--- src/design/tpcg_pkg.sv ---
// Shared constants for the two-phase clock generator.
// Assumes a single system clock that stands in for the master clock.
package tpcg_pkg;
   // Divide ratios
   localparam int unsigned TPCG_DIV7 = 7;
   localparam int unsigned TPCG_DIV8 = 8;
   // Ring lengths
   localparam int unsigned TPCG_RING7 = 7;
   localparam int unsigned TPCG_RING4 = 4;
   // Reset value of the ring: one token in stage zero
   localparam logic [6:0] TPCG_RING_INIT = 7'h01;
   // Stages 0..6 in seven mode: phase one on stages 0,1; phase two on 4,5
   localparam logic [6:0] TPCG_P1_MASK7 = 7'h03;
   localparam logic [6:0] TPCG_P2_MASK7 = 7'h30;
   // Four mode: phase one on stage 0, phase two on stage 2
   localparam logic [3:0] TPCG_P1_MASK4 = 4'h1;
   localparam logic [3:0] TPCG_P2_MASK4 = 4'h4;
   // Delay from acknowledge to halt request, microseconds
   localparam int unsigned TPCG_ACK_STOP_US = 1;
   localparam int unsigned TPCG_CLK_MHZ = 100;
   // Debounce filter length in clocks
   localparam int unsigned TPCG_DEB_CYCLES = 4;
   // Single-step states
   typedef enum logic [1:0] {
      TPCG_ST_HALT = 2'b00,
      TPCG_ST_RUN = 2'b01,
      TPCG_ST_WAIT = 2'b10
   } tpcg_step_t;
endpackage

--- src/design/tpcg_ring.sv ---
// Programmable circulating token ring and phase decoder.
// Assumes mode is already synchronised to clk_i.
`timescale 1ns/1ns
`default_nettype none
module tpcg_ring
   import tpcg_pkg::*;
(
   input wire logic clk_i,
   input wire logic sys_rst_i,
   input wire logic div7_i,
   output logic phase_one_o,
   output logic phase_two_o
);
   logic [6:0] ring_q;
   logic [6:0] ring_d;
   logic half_q;
   logic half_d;
   logic p1_q;
   logic p1_d;
   logic p2_q;
   logic p2_d;
   logic div7_q;
   logic div7_d;
   logic [3:0] r4;

   // Returns one when exactly one bit of v is set
   function automatic logic one_hot7(input logic [6:0] v);
      logic [3:0] n;
      n = 4'h0;
      for (int i = 0; i < 7; i++) begin
         n = n + {3'h0, v[i]};
      end
      return (n == 4'h1);
   endfunction

   assign r4 = ring_q[3:0];

   // Ring step, halving, phase decode
   always_comb begin
      div7_d = div7_i;
      half_d = ~half_q;
      ring_d = ring_q;
      if (div7_q != div7_i) begin
         ring_d = TPCG_RING_INIT;
         half_d = 1'b0;
      end else if (div7_q) begin
         if (!one_hot7(ring_q)) begin
            ring_d = TPCG_RING_INIT;
         end else begin
            ring_d = {ring_q[5:0], ring_q[6]};
         end
      end else if (!one_hot7({3'h0, r4})) begin
         ring_d = TPCG_RING_INIT;
      end else if (half_q) begin
         ring_d = {3'h0, r4[2:0], r4[3]};
      end
      if (div7_q) begin
         p1_d = |(ring_d & TPCG_P1_MASK7);
         p2_d = |(ring_d & TPCG_P2_MASK7);
      end else begin
         p1_d = |(ring_d[3:0] & TPCG_P1_MASK4);
         p2_d = |(ring_d[3:0] & TPCG_P2_MASK4);
      end
   end

   always_ff @(posedge clk_i or posedge sys_rst_i) begin
      if (sys_rst_i) begin
         ring_q <= TPCG_RING_INIT;
         half_q <= 1'b0;
         p1_q <= 1'b0;
         p2_q <= 1'b0;
         div7_q <= 1'b0;
      end else begin
         ring_q <= ring_d;
         half_q <= half_d;
         p1_q <= p1_d;
         p2_q <= p2_d;
         div7_q <= div7_d;
      end
   end

   assign phase_one_o = p1_q;
   assign phase_two_o = p2_q;
endmodule
`default_nettype wire

--- src/design/tpcg_sync.sv ---
// Two flip-flop synchroniser for one pin level.
// Assumes the pin is asynchronous to clk_i.
`timescale 1ns/1ns
`default_nettype none
module tpcg_sync (
   input wire logic clk_i,
   input wire logic sys_rst_i,
   input wire logic async_i,
   output logic sync_o
);
   logic meta_q;
   logic meta_d;
   logic sync_q;
   logic sync_d;
   // Next values
   always_comb begin
      meta_d = async_i;
      sync_d = meta_q;
   end
   // Two stages
   always_ff @(posedge clk_i or posedge sys_rst_i) begin
      if (sys_rst_i) begin
         meta_q <= 1'b0;
         sync_q <= 1'b0;
      end else begin
         meta_q <= meta_d;
         sync_q <= sync_d;
      end
   end
   assign sync_o = sync_q;
endmodule
`default_nettype wire

--- src/design/tpcg_top.sv ---
// Two-phase clock generator with power-on reset and single-step control.
// Assumes clk_i stands in for the crystal master clock; all pins are
// asynchronous and are synchronised here.
//
// What this block does
// - Mode high divides master clock by seven, mode low by eight.
// - Seven mode circulates one token through seven stages each clock.
// - Eight mode halves the clock, then steps a four-stage ring.
// - Eight mode gives equal quarter widths and gaps.
// - Mode-dependent decode gates make the non-overlapping phases.
// - TTL-level positive-true copies of both phases beside MOS outputs.
// - Crystal across both pins or external source on the first pin.
// - Active-low reset output drives all family reset inputs.
// - Reset held until the RC sense input crosses the threshold.
// - One halt-request release per step lets one instruction run.
// - Changeover pushbutton is debounced internally.
// - Halt-request output drives the processor stop input.
// - Seven mode: pulses two sevenths, gaps two and one seventh.
`timescale 1ns/1ns
`default_nettype none
module tpcg_top
   import tpcg_pkg::*;
#(
   parameter int unsigned DEB_CYCLES = TPCG_DEB_CYCLES
) (
   input wire logic clk_i,
   input wire logic sys_rst_i,
   input wire logic crystal_in_i,
   output logic crystal_out_o,
   input wire logic mode_div7_i,
   input wire logic reset_sense_i,
   output logic reset_n_o,
   input wire logic contact_open_i,
   input wire logic contact_closed_i,
   input wire logic stop_ack_i,
   output logic halt_req_o,
   output logic phase_one_o,
   output logic phase_two_o,
   output logic phase_one_ttl_out_o,
   output logic phase_two_ttl_out_o
);
   // Acknowledge-to-stop budget in clocks
   localparam int unsigned ACK_CYC = TPCG_ACK_STOP_US * TPCG_CLK_MHZ;
   localparam int unsigned DW = $clog2(DEB_CYCLES + 1);
   // Clocks from acknowledge low at the pin to stop high at the pin:
   // two synchroniser stages and the state register
   localparam int unsigned ACK_LAT = 3;

   // ---------------------------------------------------------------
   // Elaboration checks
   // ---------------------------------------------------------------
   // The debounce counter needs at least one count and a sane width
   if (DEB_CYCLES < 1 || DEB_CYCLES > 4096) begin : g_deb_chk
      $error("DEB_CYCLES out of range");
   end
   // A stop request later than the acknowledge budget would let the
   // processor start a second instruction on a single step
   if (ACK_LAT > ACK_CYC) begin : g_ack_chk
      $error("Stop request slower than the acknowledge budget");
   end

   // ---------------------------------------------------------------
   // Pin synchronisers
   // ---------------------------------------------------------------
   // Every pin is asynchronous to clk_i, so each passes two flip-flops
   // before any logic reads it. All of them read low during reset:
   // divide by eight, sense low, no contact made, acknowledge low.
   // Logic below must not mistake that for a real event.
   logic mode_s;
   logic sense_s;
   logic open_s;
   logic closed_s;
   logic ack_s;
   logic xin_s;

   // Mode pin, a static strap in practice
   tpcg_sync u_sync_mode (
      .clk_i(clk_i),
      .sys_rst_i(sys_rst_i),
      .async_i(mode_div7_i),
      .sync_o(mode_s)
   );
   // RC level detector input
   tpcg_sync u_sync_sense (
      .clk_i(clk_i),
      .sys_rst_i(sys_rst_i),
      .async_i(reset_sense_i),
      .sync_o(sense_s)
   );
   // Normally-open contact of the step switch
   tpcg_sync u_sync_open (
      .clk_i(clk_i),
      .sys_rst_i(sys_rst_i),
      .async_i(contact_open_i),
      .sync_o(open_s)
   );
   // Normally-closed contact of the step switch
   tpcg_sync u_sync_closed (
      .clk_i(clk_i),
      .sys_rst_i(sys_rst_i),
      .async_i(contact_closed_i),
      .sync_o(closed_s)
   );
   // Processor stop acknowledge
   tpcg_sync u_sync_ack (
      .clk_i(clk_i),
      .sys_rst_i(sys_rst_i),
      .async_i(stop_ack_i),
      .sync_o(ack_s)
   );
   // Oscillator input pin
   tpcg_sync u_sync_xin (
      .clk_i(clk_i),
      .sys_rst_i(sys_rst_i),
      .async_i(crystal_in_i),
      .sync_o(xin_s)
   );

   // ---------------------------------------------------------------
   // Oscillator and phase generation
   // ---------------------------------------------------------------
   logic p1;
   logic p2;
   logic xo_q;
   logic xo_d;

   // Inverting stage back to the crystal; unused for an external source.
   // It works on the synchronised pin, so crystal_out_o trails the pin
   // by three clocks; a real oscillator closes this loop in analog.
   assign xo_d = ~xin_s;

   // The ring steps on every clock in seven mode and on every second
   // clock in eight mode; a change of mode restarts it from the token
   // stage, so the first cycle after a change may be short.
   tpcg_ring u_ring (
      .clk_i(clk_i),
      .sys_rst_i(sys_rst_i),
      .div7_i(mode_s),
      .phase_one_o(p1),
      .phase_two_o(p2)
   );

   logic p1t_q;
   logic p1t_d;
   logic p2t_q;
   logic p2t_d;

   // TTL copies follow the MOS phases, positive true.
   // They are registered once more, so they lag the MOS phases by one
   // clock and can never lead them.
   always_comb begin
      p1t_d = p1;
      p2t_d = p2;
   end

   always_ff @(posedge clk_i or posedge sys_rst_i) begin
      if (sys_rst_i) begin
         p1t_q <= 1'b0;
         p2t_q <= 1'b0;
         xo_q <= 1'b0;
      end else begin
         p1t_q <= p1t_d;
         p2t_q <= p2t_d;
         xo_q <= xo_d;
      end
   end

   assign phase_one_o = p1;
   assign phase_two_o = p2;
   assign phase_one_ttl_out_o = p1t_q;
   assign phase_two_ttl_out_o = p2t_q;
   assign crystal_out_o = xo_q;

   // ---------------------------------------------------------------
   // Power-on reset level detector
   // ---------------------------------------------------------------
   logic rst_n_q;
   logic rst_n_d;

   // Reset stays low while the sensed RC level is below threshold.
   // The output trails the pin by three clocks and re-asserts whenever
   // the level drops again, so a brown-out also resets the family.
   always_comb begin
      rst_n_d = sense_s;
   end

   always_ff @(posedge clk_i or posedge sys_rst_i) begin
      if (sys_rst_i) begin
         rst_n_q <= 1'b0;
      end else begin
         rst_n_q <= rst_n_d;
      end
   end

   assign reset_n_o = rst_n_q;

   // ---------------------------------------------------------------
   // Contact debounce latch
   // ---------------------------------------------------------------
   logic latch_q;
   logic latch_d;
   logic [DW-1:0] deb_q;
   logic [DW-1:0] deb_d;
   logic step_req;

   // Set by open contact, cleared by closed, held while both open.
   // The open contact must read alone for DEB_CYCLES+1 clocks before the
   // latch sets; any bounce back to both or neither restarts the count.
   // The closed contact clears at once, which is safe because a clear
   // never starts a step.
   always_comb begin
      latch_d = latch_q;
      deb_d = deb_q;
      if (open_s && !closed_s) begin
         if (deb_q == DW'(DEB_CYCLES)) begin
            latch_d = 1'b1;
         end else begin
            deb_d = deb_q + DW'(1);
         end
      end else if (closed_s && !open_s) begin
         latch_d = 1'b0;
         deb_d = '0;
      end else begin
         deb_d = '0;
      end
   end

   always_ff @(posedge clk_i or posedge sys_rst_i) begin
      if (sys_rst_i) begin
         latch_q <= 1'b0;
         deb_q <= '0;
      end else begin
         latch_q <= latch_d;
         deb_q <= deb_d;
      end
   end

   // One request per rising latch, taken from the next value
   assign step_req = latch_d && !latch_q;

   // ---------------------------------------------------------------
   // Single-step sequencer
   // ---------------------------------------------------------------
   tpcg_step_t st_q;
   tpcg_step_t st_d;
   logic halt_q;
   logic halt_d;
   logic pend_q;
   logic pend_d;

   // Drop halt request until acknowledge falls, then raise it on ack.
   // Walk of one step:
   //   HALT with a pending step and acknowledge high: halt request drops.
   //   RUN: the processor leaves its stop state and lowers acknowledge;
   //   three clocks later the halt request is high again, well inside
   //   the processor's first instruction, so it stops after that one.
   //   WAIT: acknowledge returns high and the sequencer is ready again.
   // A step asked for while one runs is kept in pend_q and served next.
   always_comb begin
      st_d = st_q;
      halt_d = halt_q;
      pend_d = pend_q | step_req;
      case (st_q)
         TPCG_ST_HALT: begin
            if (pend_q && ack_s) begin
               halt_d = 1'b0;
               pend_d = step_req;
               st_d = TPCG_ST_RUN;
            end
         end
         TPCG_ST_RUN: begin
            if (!ack_s) begin
               halt_d = 1'b1;
               st_d = TPCG_ST_WAIT;
            end
         end
         TPCG_ST_WAIT: begin
            if (ack_s) begin
               st_d = TPCG_ST_HALT;
            end
         end
         default: begin
            st_d = TPCG_ST_HALT;
         end
      endcase
   end

   always_ff @(posedge clk_i or posedge sys_rst_i) begin
      if (sys_rst_i) begin
         st_q <= TPCG_ST_HALT;
         halt_q <= 1'b1;
         pend_q <= 1'b0;
      end else begin
         st_q <= st_d;
         halt_q <= halt_d;
         pend_q <= pend_d;
      end
   end

   assign halt_req_o = halt_q;
endmodule
`default_nettype wire

--- config.mk ---
export PLATFORM = sky130hd
export DESIGN_NAME = tpcg_top
export DESIGN_NICKNAME = d
export VERILOG_FILES = /design/src/design/tpcg_pkg.sv /design/src/design/tpcg_ring.sv /design/src/design/tpcg_sync.sv /design/src/design/tpcg_top.sv
export SDC_FILE = /design/constraint.sdc
export NUM_CORES = 1
export LEC_CHECK = 0
export ABC_AREA = 1
export BUFFER_PORTS_ARGS = -buffer_cell sky130_fd_sc_hd__buf_2
export CELL_PAD_IN_SITES_DETAIL_PLACEMENT = 2
export CELL_PAD_IN_SITES_GLOBAL_PLACEMENT = 2
export CORE_ASPECT_RATIO = 0.8
export CORE_UTILIZATION = 39
export CTS_CLUSTER_SIZE = 28
export DETAILED_ROUTE_END_ITERATION = 7
export GPL_TIMING_DRIVEN = 0
export PLACE_DENSITY = 0.86
export SYNTH_ARGS = -nofsm -noshare
export SYNTH_HDL_FRONTEND = slang
export SYNTH_HIERARCHICAL = 1
export SYNTH_SLANG_ARGS = --single-unit
export TNS_END_PERCENT = 5
--- constraint.sdc ---
create_clock -name clk_i -period 9.28 [get_ports clk_i]
set_input_delay 0.464 -clock clk_i [delete_from_list [all_inputs] [get_ports clk_i]]
set_output_delay 0.464 -clock clk_i [all_outputs]
set_load 0.01 [all_outputs]
==> impl_results.md <==
* RSZ-0062 raised after global routing: false
* Fin. Hold Viols at 0
* Num CTS Buffers at 5
* Arrival @ worst endpoint at 3.53 ns
* TritonRoute pass-1 iters at 6
* Peak VDD IR at 137 µV
* Largest Register: u_ring/ring_q
* Layout cells sized above 1 at 0.184
* Final wirelength at 3360 µm
* Total GRT Usage at 0.202
* Initial Utilization at 0.422
* Core Rows at 19
* Layout Nets at 190
* Mapped Cells at 152
* Post-route cell area at 1720 µm²
* Vias in the first global route at 1302
* Antenna diodes at 0
* Worst Hold Class: in2async
* CP bufs+invs at 2
* Post-route antenna net violation count at 0
* Final Critical Period at 3.32 ns
* I/O pin count at 15
* Setup Skew at 0.00622 ns
* Clock-pin slew on the worst setup and hold paths at 0.07 ns
* Reg-to-reg slack, setup at 5.96 ns
* First-pass GRT wire length at 6030 µm
* Crit share post-route at 0.358
* Mean Syn Cell Area at 9.84 µm²
* Drt initial violations at 75
* PD cells at 223 nW/µm²
* Via count at 1093
* Worst-path fanout max at 5
* CTS Sinks at 35
* Die height at 57.4 µm
* Area growth syn-to-layout at 14.9%
* Finish-stage setup viols at 0
* Global route overflow at 0
* Max-slew violations at 0
* Slew at the pin closest to its max-slew limit at 0.506 ns
* Worst r2r src: u_ring/ring_q[0]$_DFF_PP1_
* Post-DR wirelength/cell at 15.6 µm
* Start point of the critical path: u_ring/ring_q[0]$_DFF_PP1_
* Delay-heaviest family, CP: adder cells
* Setup_tns at 0 ns
* Max reg flops at 7
* Status: finished with violations
* #FFs+latches synth at 35
* Worst EP required at 9.49 ns
* Skew-Pair Late Insertion Delay at 0.29 ns
* Cells along the critical path: fa_1 -> ha_1 -> fa_1 -> ha_1 -> inv_1 -> fa_1 -> nand2_1 -> inv_1 -> nand2_1 -> nor2_4 -> nand2_1 -> nand2_1 -> nand3_1 -> o21ai_0
* Seq/Total Area, Yosys at 0.587
* Largest registers: u_ring/ring_q (7), deb_q (3), st_q (2)
* Initial antenna violation count at 0
* DRC at 1
* Maximum root-to-sink buffer count at 2
* Buffers on Ports at 14
* Worst hold margin at 0.0942 ns
* Cell Area, Synth at 1500 µm²
* H-tree levels at 2
* HPWL after detailed placement at 2570 µm
* Post-CTS Resized at 0
* Hold_buf cts at 0
* Startpoint Class: register
* Vias/cell at 5.06
* Leak at 0.930 nW
* DIE WIDTH at 71.3 µm
* Crit. End Element: register
* Fmax at 301 MHz
* Worst stage delay on the critical path at 0.57 ns
* Max-Cap Viols at 0
* Most used cell, CP: nand2_1
* Placed cell count at 208
* Post-CTS Setup Bufs at 0
* Fill count at 362
* Total nets after synthesis at 169
* Largest net degree at the start of global routing at 13
* Final Wtd Congestion at 0.755
* Synth warnings at 6
* Placed inst area at 1620 µm²
* Critical path type: reg2reg
* TritonCTS clock tree: done
* Netlist cell types at 18
* Final Non-Filler Cells at 216
* Slew headroom at 0.662
* Final Core Density at 0.485
* Die ar. at 4090 µm²
* Max stage delay cell, worst path: dfstp_2
* Core area at 3540 µm²
* Failing checks: design-rule violations
* Root Driver: clkbuf_8
==> cells in the mapped netlist <==
| cell type | n | area share |
|---|---|---|
| fa_1 | 3 | 0.040 |
| ha_1 | 6 | 0.050 |
| nor2_2 | 1 | 0.0042 |
| inv_2 | 1 | 0.0025 |
| nand3_1 | 13 | 0.043 |
| nor2_4 | 3 | 0.023 |
| o21ai_1 | 1 | 0.0033 |
| a21oi_1 | 1 | 0.0033 |
| nand3_2 | 2 | 0.013 |
| dfrtp_1 | 33 | 0.55 |
| o22ai_1 | 1 | 0.0042 |
| dfstp_2 | 2 | 0.035 |
| nor2_1 | 5 | 0.013 |
| o21ai_0 | 5 | 0.017 |
| nand2_2 | 2 | 0.0084 |
| o211ai_1 | 2 | 0.010 |
| nand2_1 | 37 | 0.093 |
| inv_1 | 34 | 0.085 |
==> stage by stage <==
| stage | worst slack, ns | total power [mW] |
|---|---|---|
| after global routing | 5.77 | 0.413 |
| final | 5.96 | 0.384 |
| after floorplan | 6.32 | 0.238 |
| after detailed placement | 5.97 | 0.268 |
| after global placement | 6.12 | 0.259 |
| after CTS | 5.95 | 0.392 |
==> path summary, 6_finish.rpt <==
path	endpoint	cells after the start
hold / removal	u_sync_ack/meta_q$_DFF_PP0_	2
hold reg to reg	u_sync_ack/sync_o$_DFF_PP0_	0
setup / recovery	u_ring/ring_q[3]$_DFFE_PP0P_	14
min in group clk_i	u_sync_ack/meta_q$_DFF_PP0_	1
setup reg to reg	u_ring/ring_q[3]$_DFFE_PP0P_	14
max in group asynchronous	halt_req_o$_DFFE_PP1P_	2
==> worst register-to-register path: stages, from the launching register on <==
cell and delay [ns]:
dfstp_2 0.57, fa_1 0.41, ha_1 0.32, fa_1 0.50
ha_1 0.18, inv_1 0.06, fa_1 0.49, nand2_1 0.06
inv_1 0.06, nand2_1 0.07, nor2_4 0.14, nand2_1 0.14
nand2_1 0.09, nand3_1 0.06, o21ai_0 0.08
==> layout make-up <==
class,count,area (µm²),area share
multi-input cells,82,487,0.283
inverters,35,131,0.0764
repair buffers,14,70.1,0.0408
flip-flops and latches,35,878,0.511
clock buffers,8,100,0.0582
well taps,42,52.6,0.0306
==> cells in the final DEF (no fill, tap or decap) <==
cell type  synthesis  final
inv_1             34     34
o22ai_1            1      1
nand2_2            2      2
nor2_2             1      1
clkbuf_8           0      7
nand3_1           13     13
clkbuf_1           0      1
nand2_1           37     37
fa_1               3      3
nor2_1             5      5
o21ai_0            5      5
nand3_2            2      2
dfrtp_1           33     33
nor2_4             3      3
buf_2              0     14
o211ai_1           2      2
a21oi_1            1      1
inv_2              1      1
dfstp_2            2      2
ha_1               6      6
o21ai_1            1      1
==> where the power goes <==
part / internal [mW] / total (mW) / switching [mW]
registers: 0.167 / 0.178 / 0.0107
logic: 0.0302 / 0.0857 / 0.0555
clock network: 0.0677 / 0.120 / 0.0524
==> kinds of logic (layout without fill, tap and decap cells) <==
kind of cell | after synthesis | after routing | synth area share
buffers and inverters | 35 | 57 | 0.0878
AO/OA/AOI/OAI | 10 | 10 | 0.0376
flip-flops | 35 | 35 | 0.587
adder cells (fa/ha/maj) | 9 | 9 | 0.0903
AND/OR/NAND/NOR | 63 | 63 | 0.197
==> layer usage <==
| metal | track usage | vias to the layer above | share of wire |
|---|---|---|---|
| met5 | 0 | - | 0 |
| met4 | 0.0743 | 0 | 0.010 |
| met3 | 0.0724 | 6 | 0.040 |
| met2 | 0.344 | 20 | 0.51 |
| met1 | 0.238 | 559 | 0.44 |
| li1 | - | 508 | - |
No activity file was read; power rests on OpenSTA's default activity.
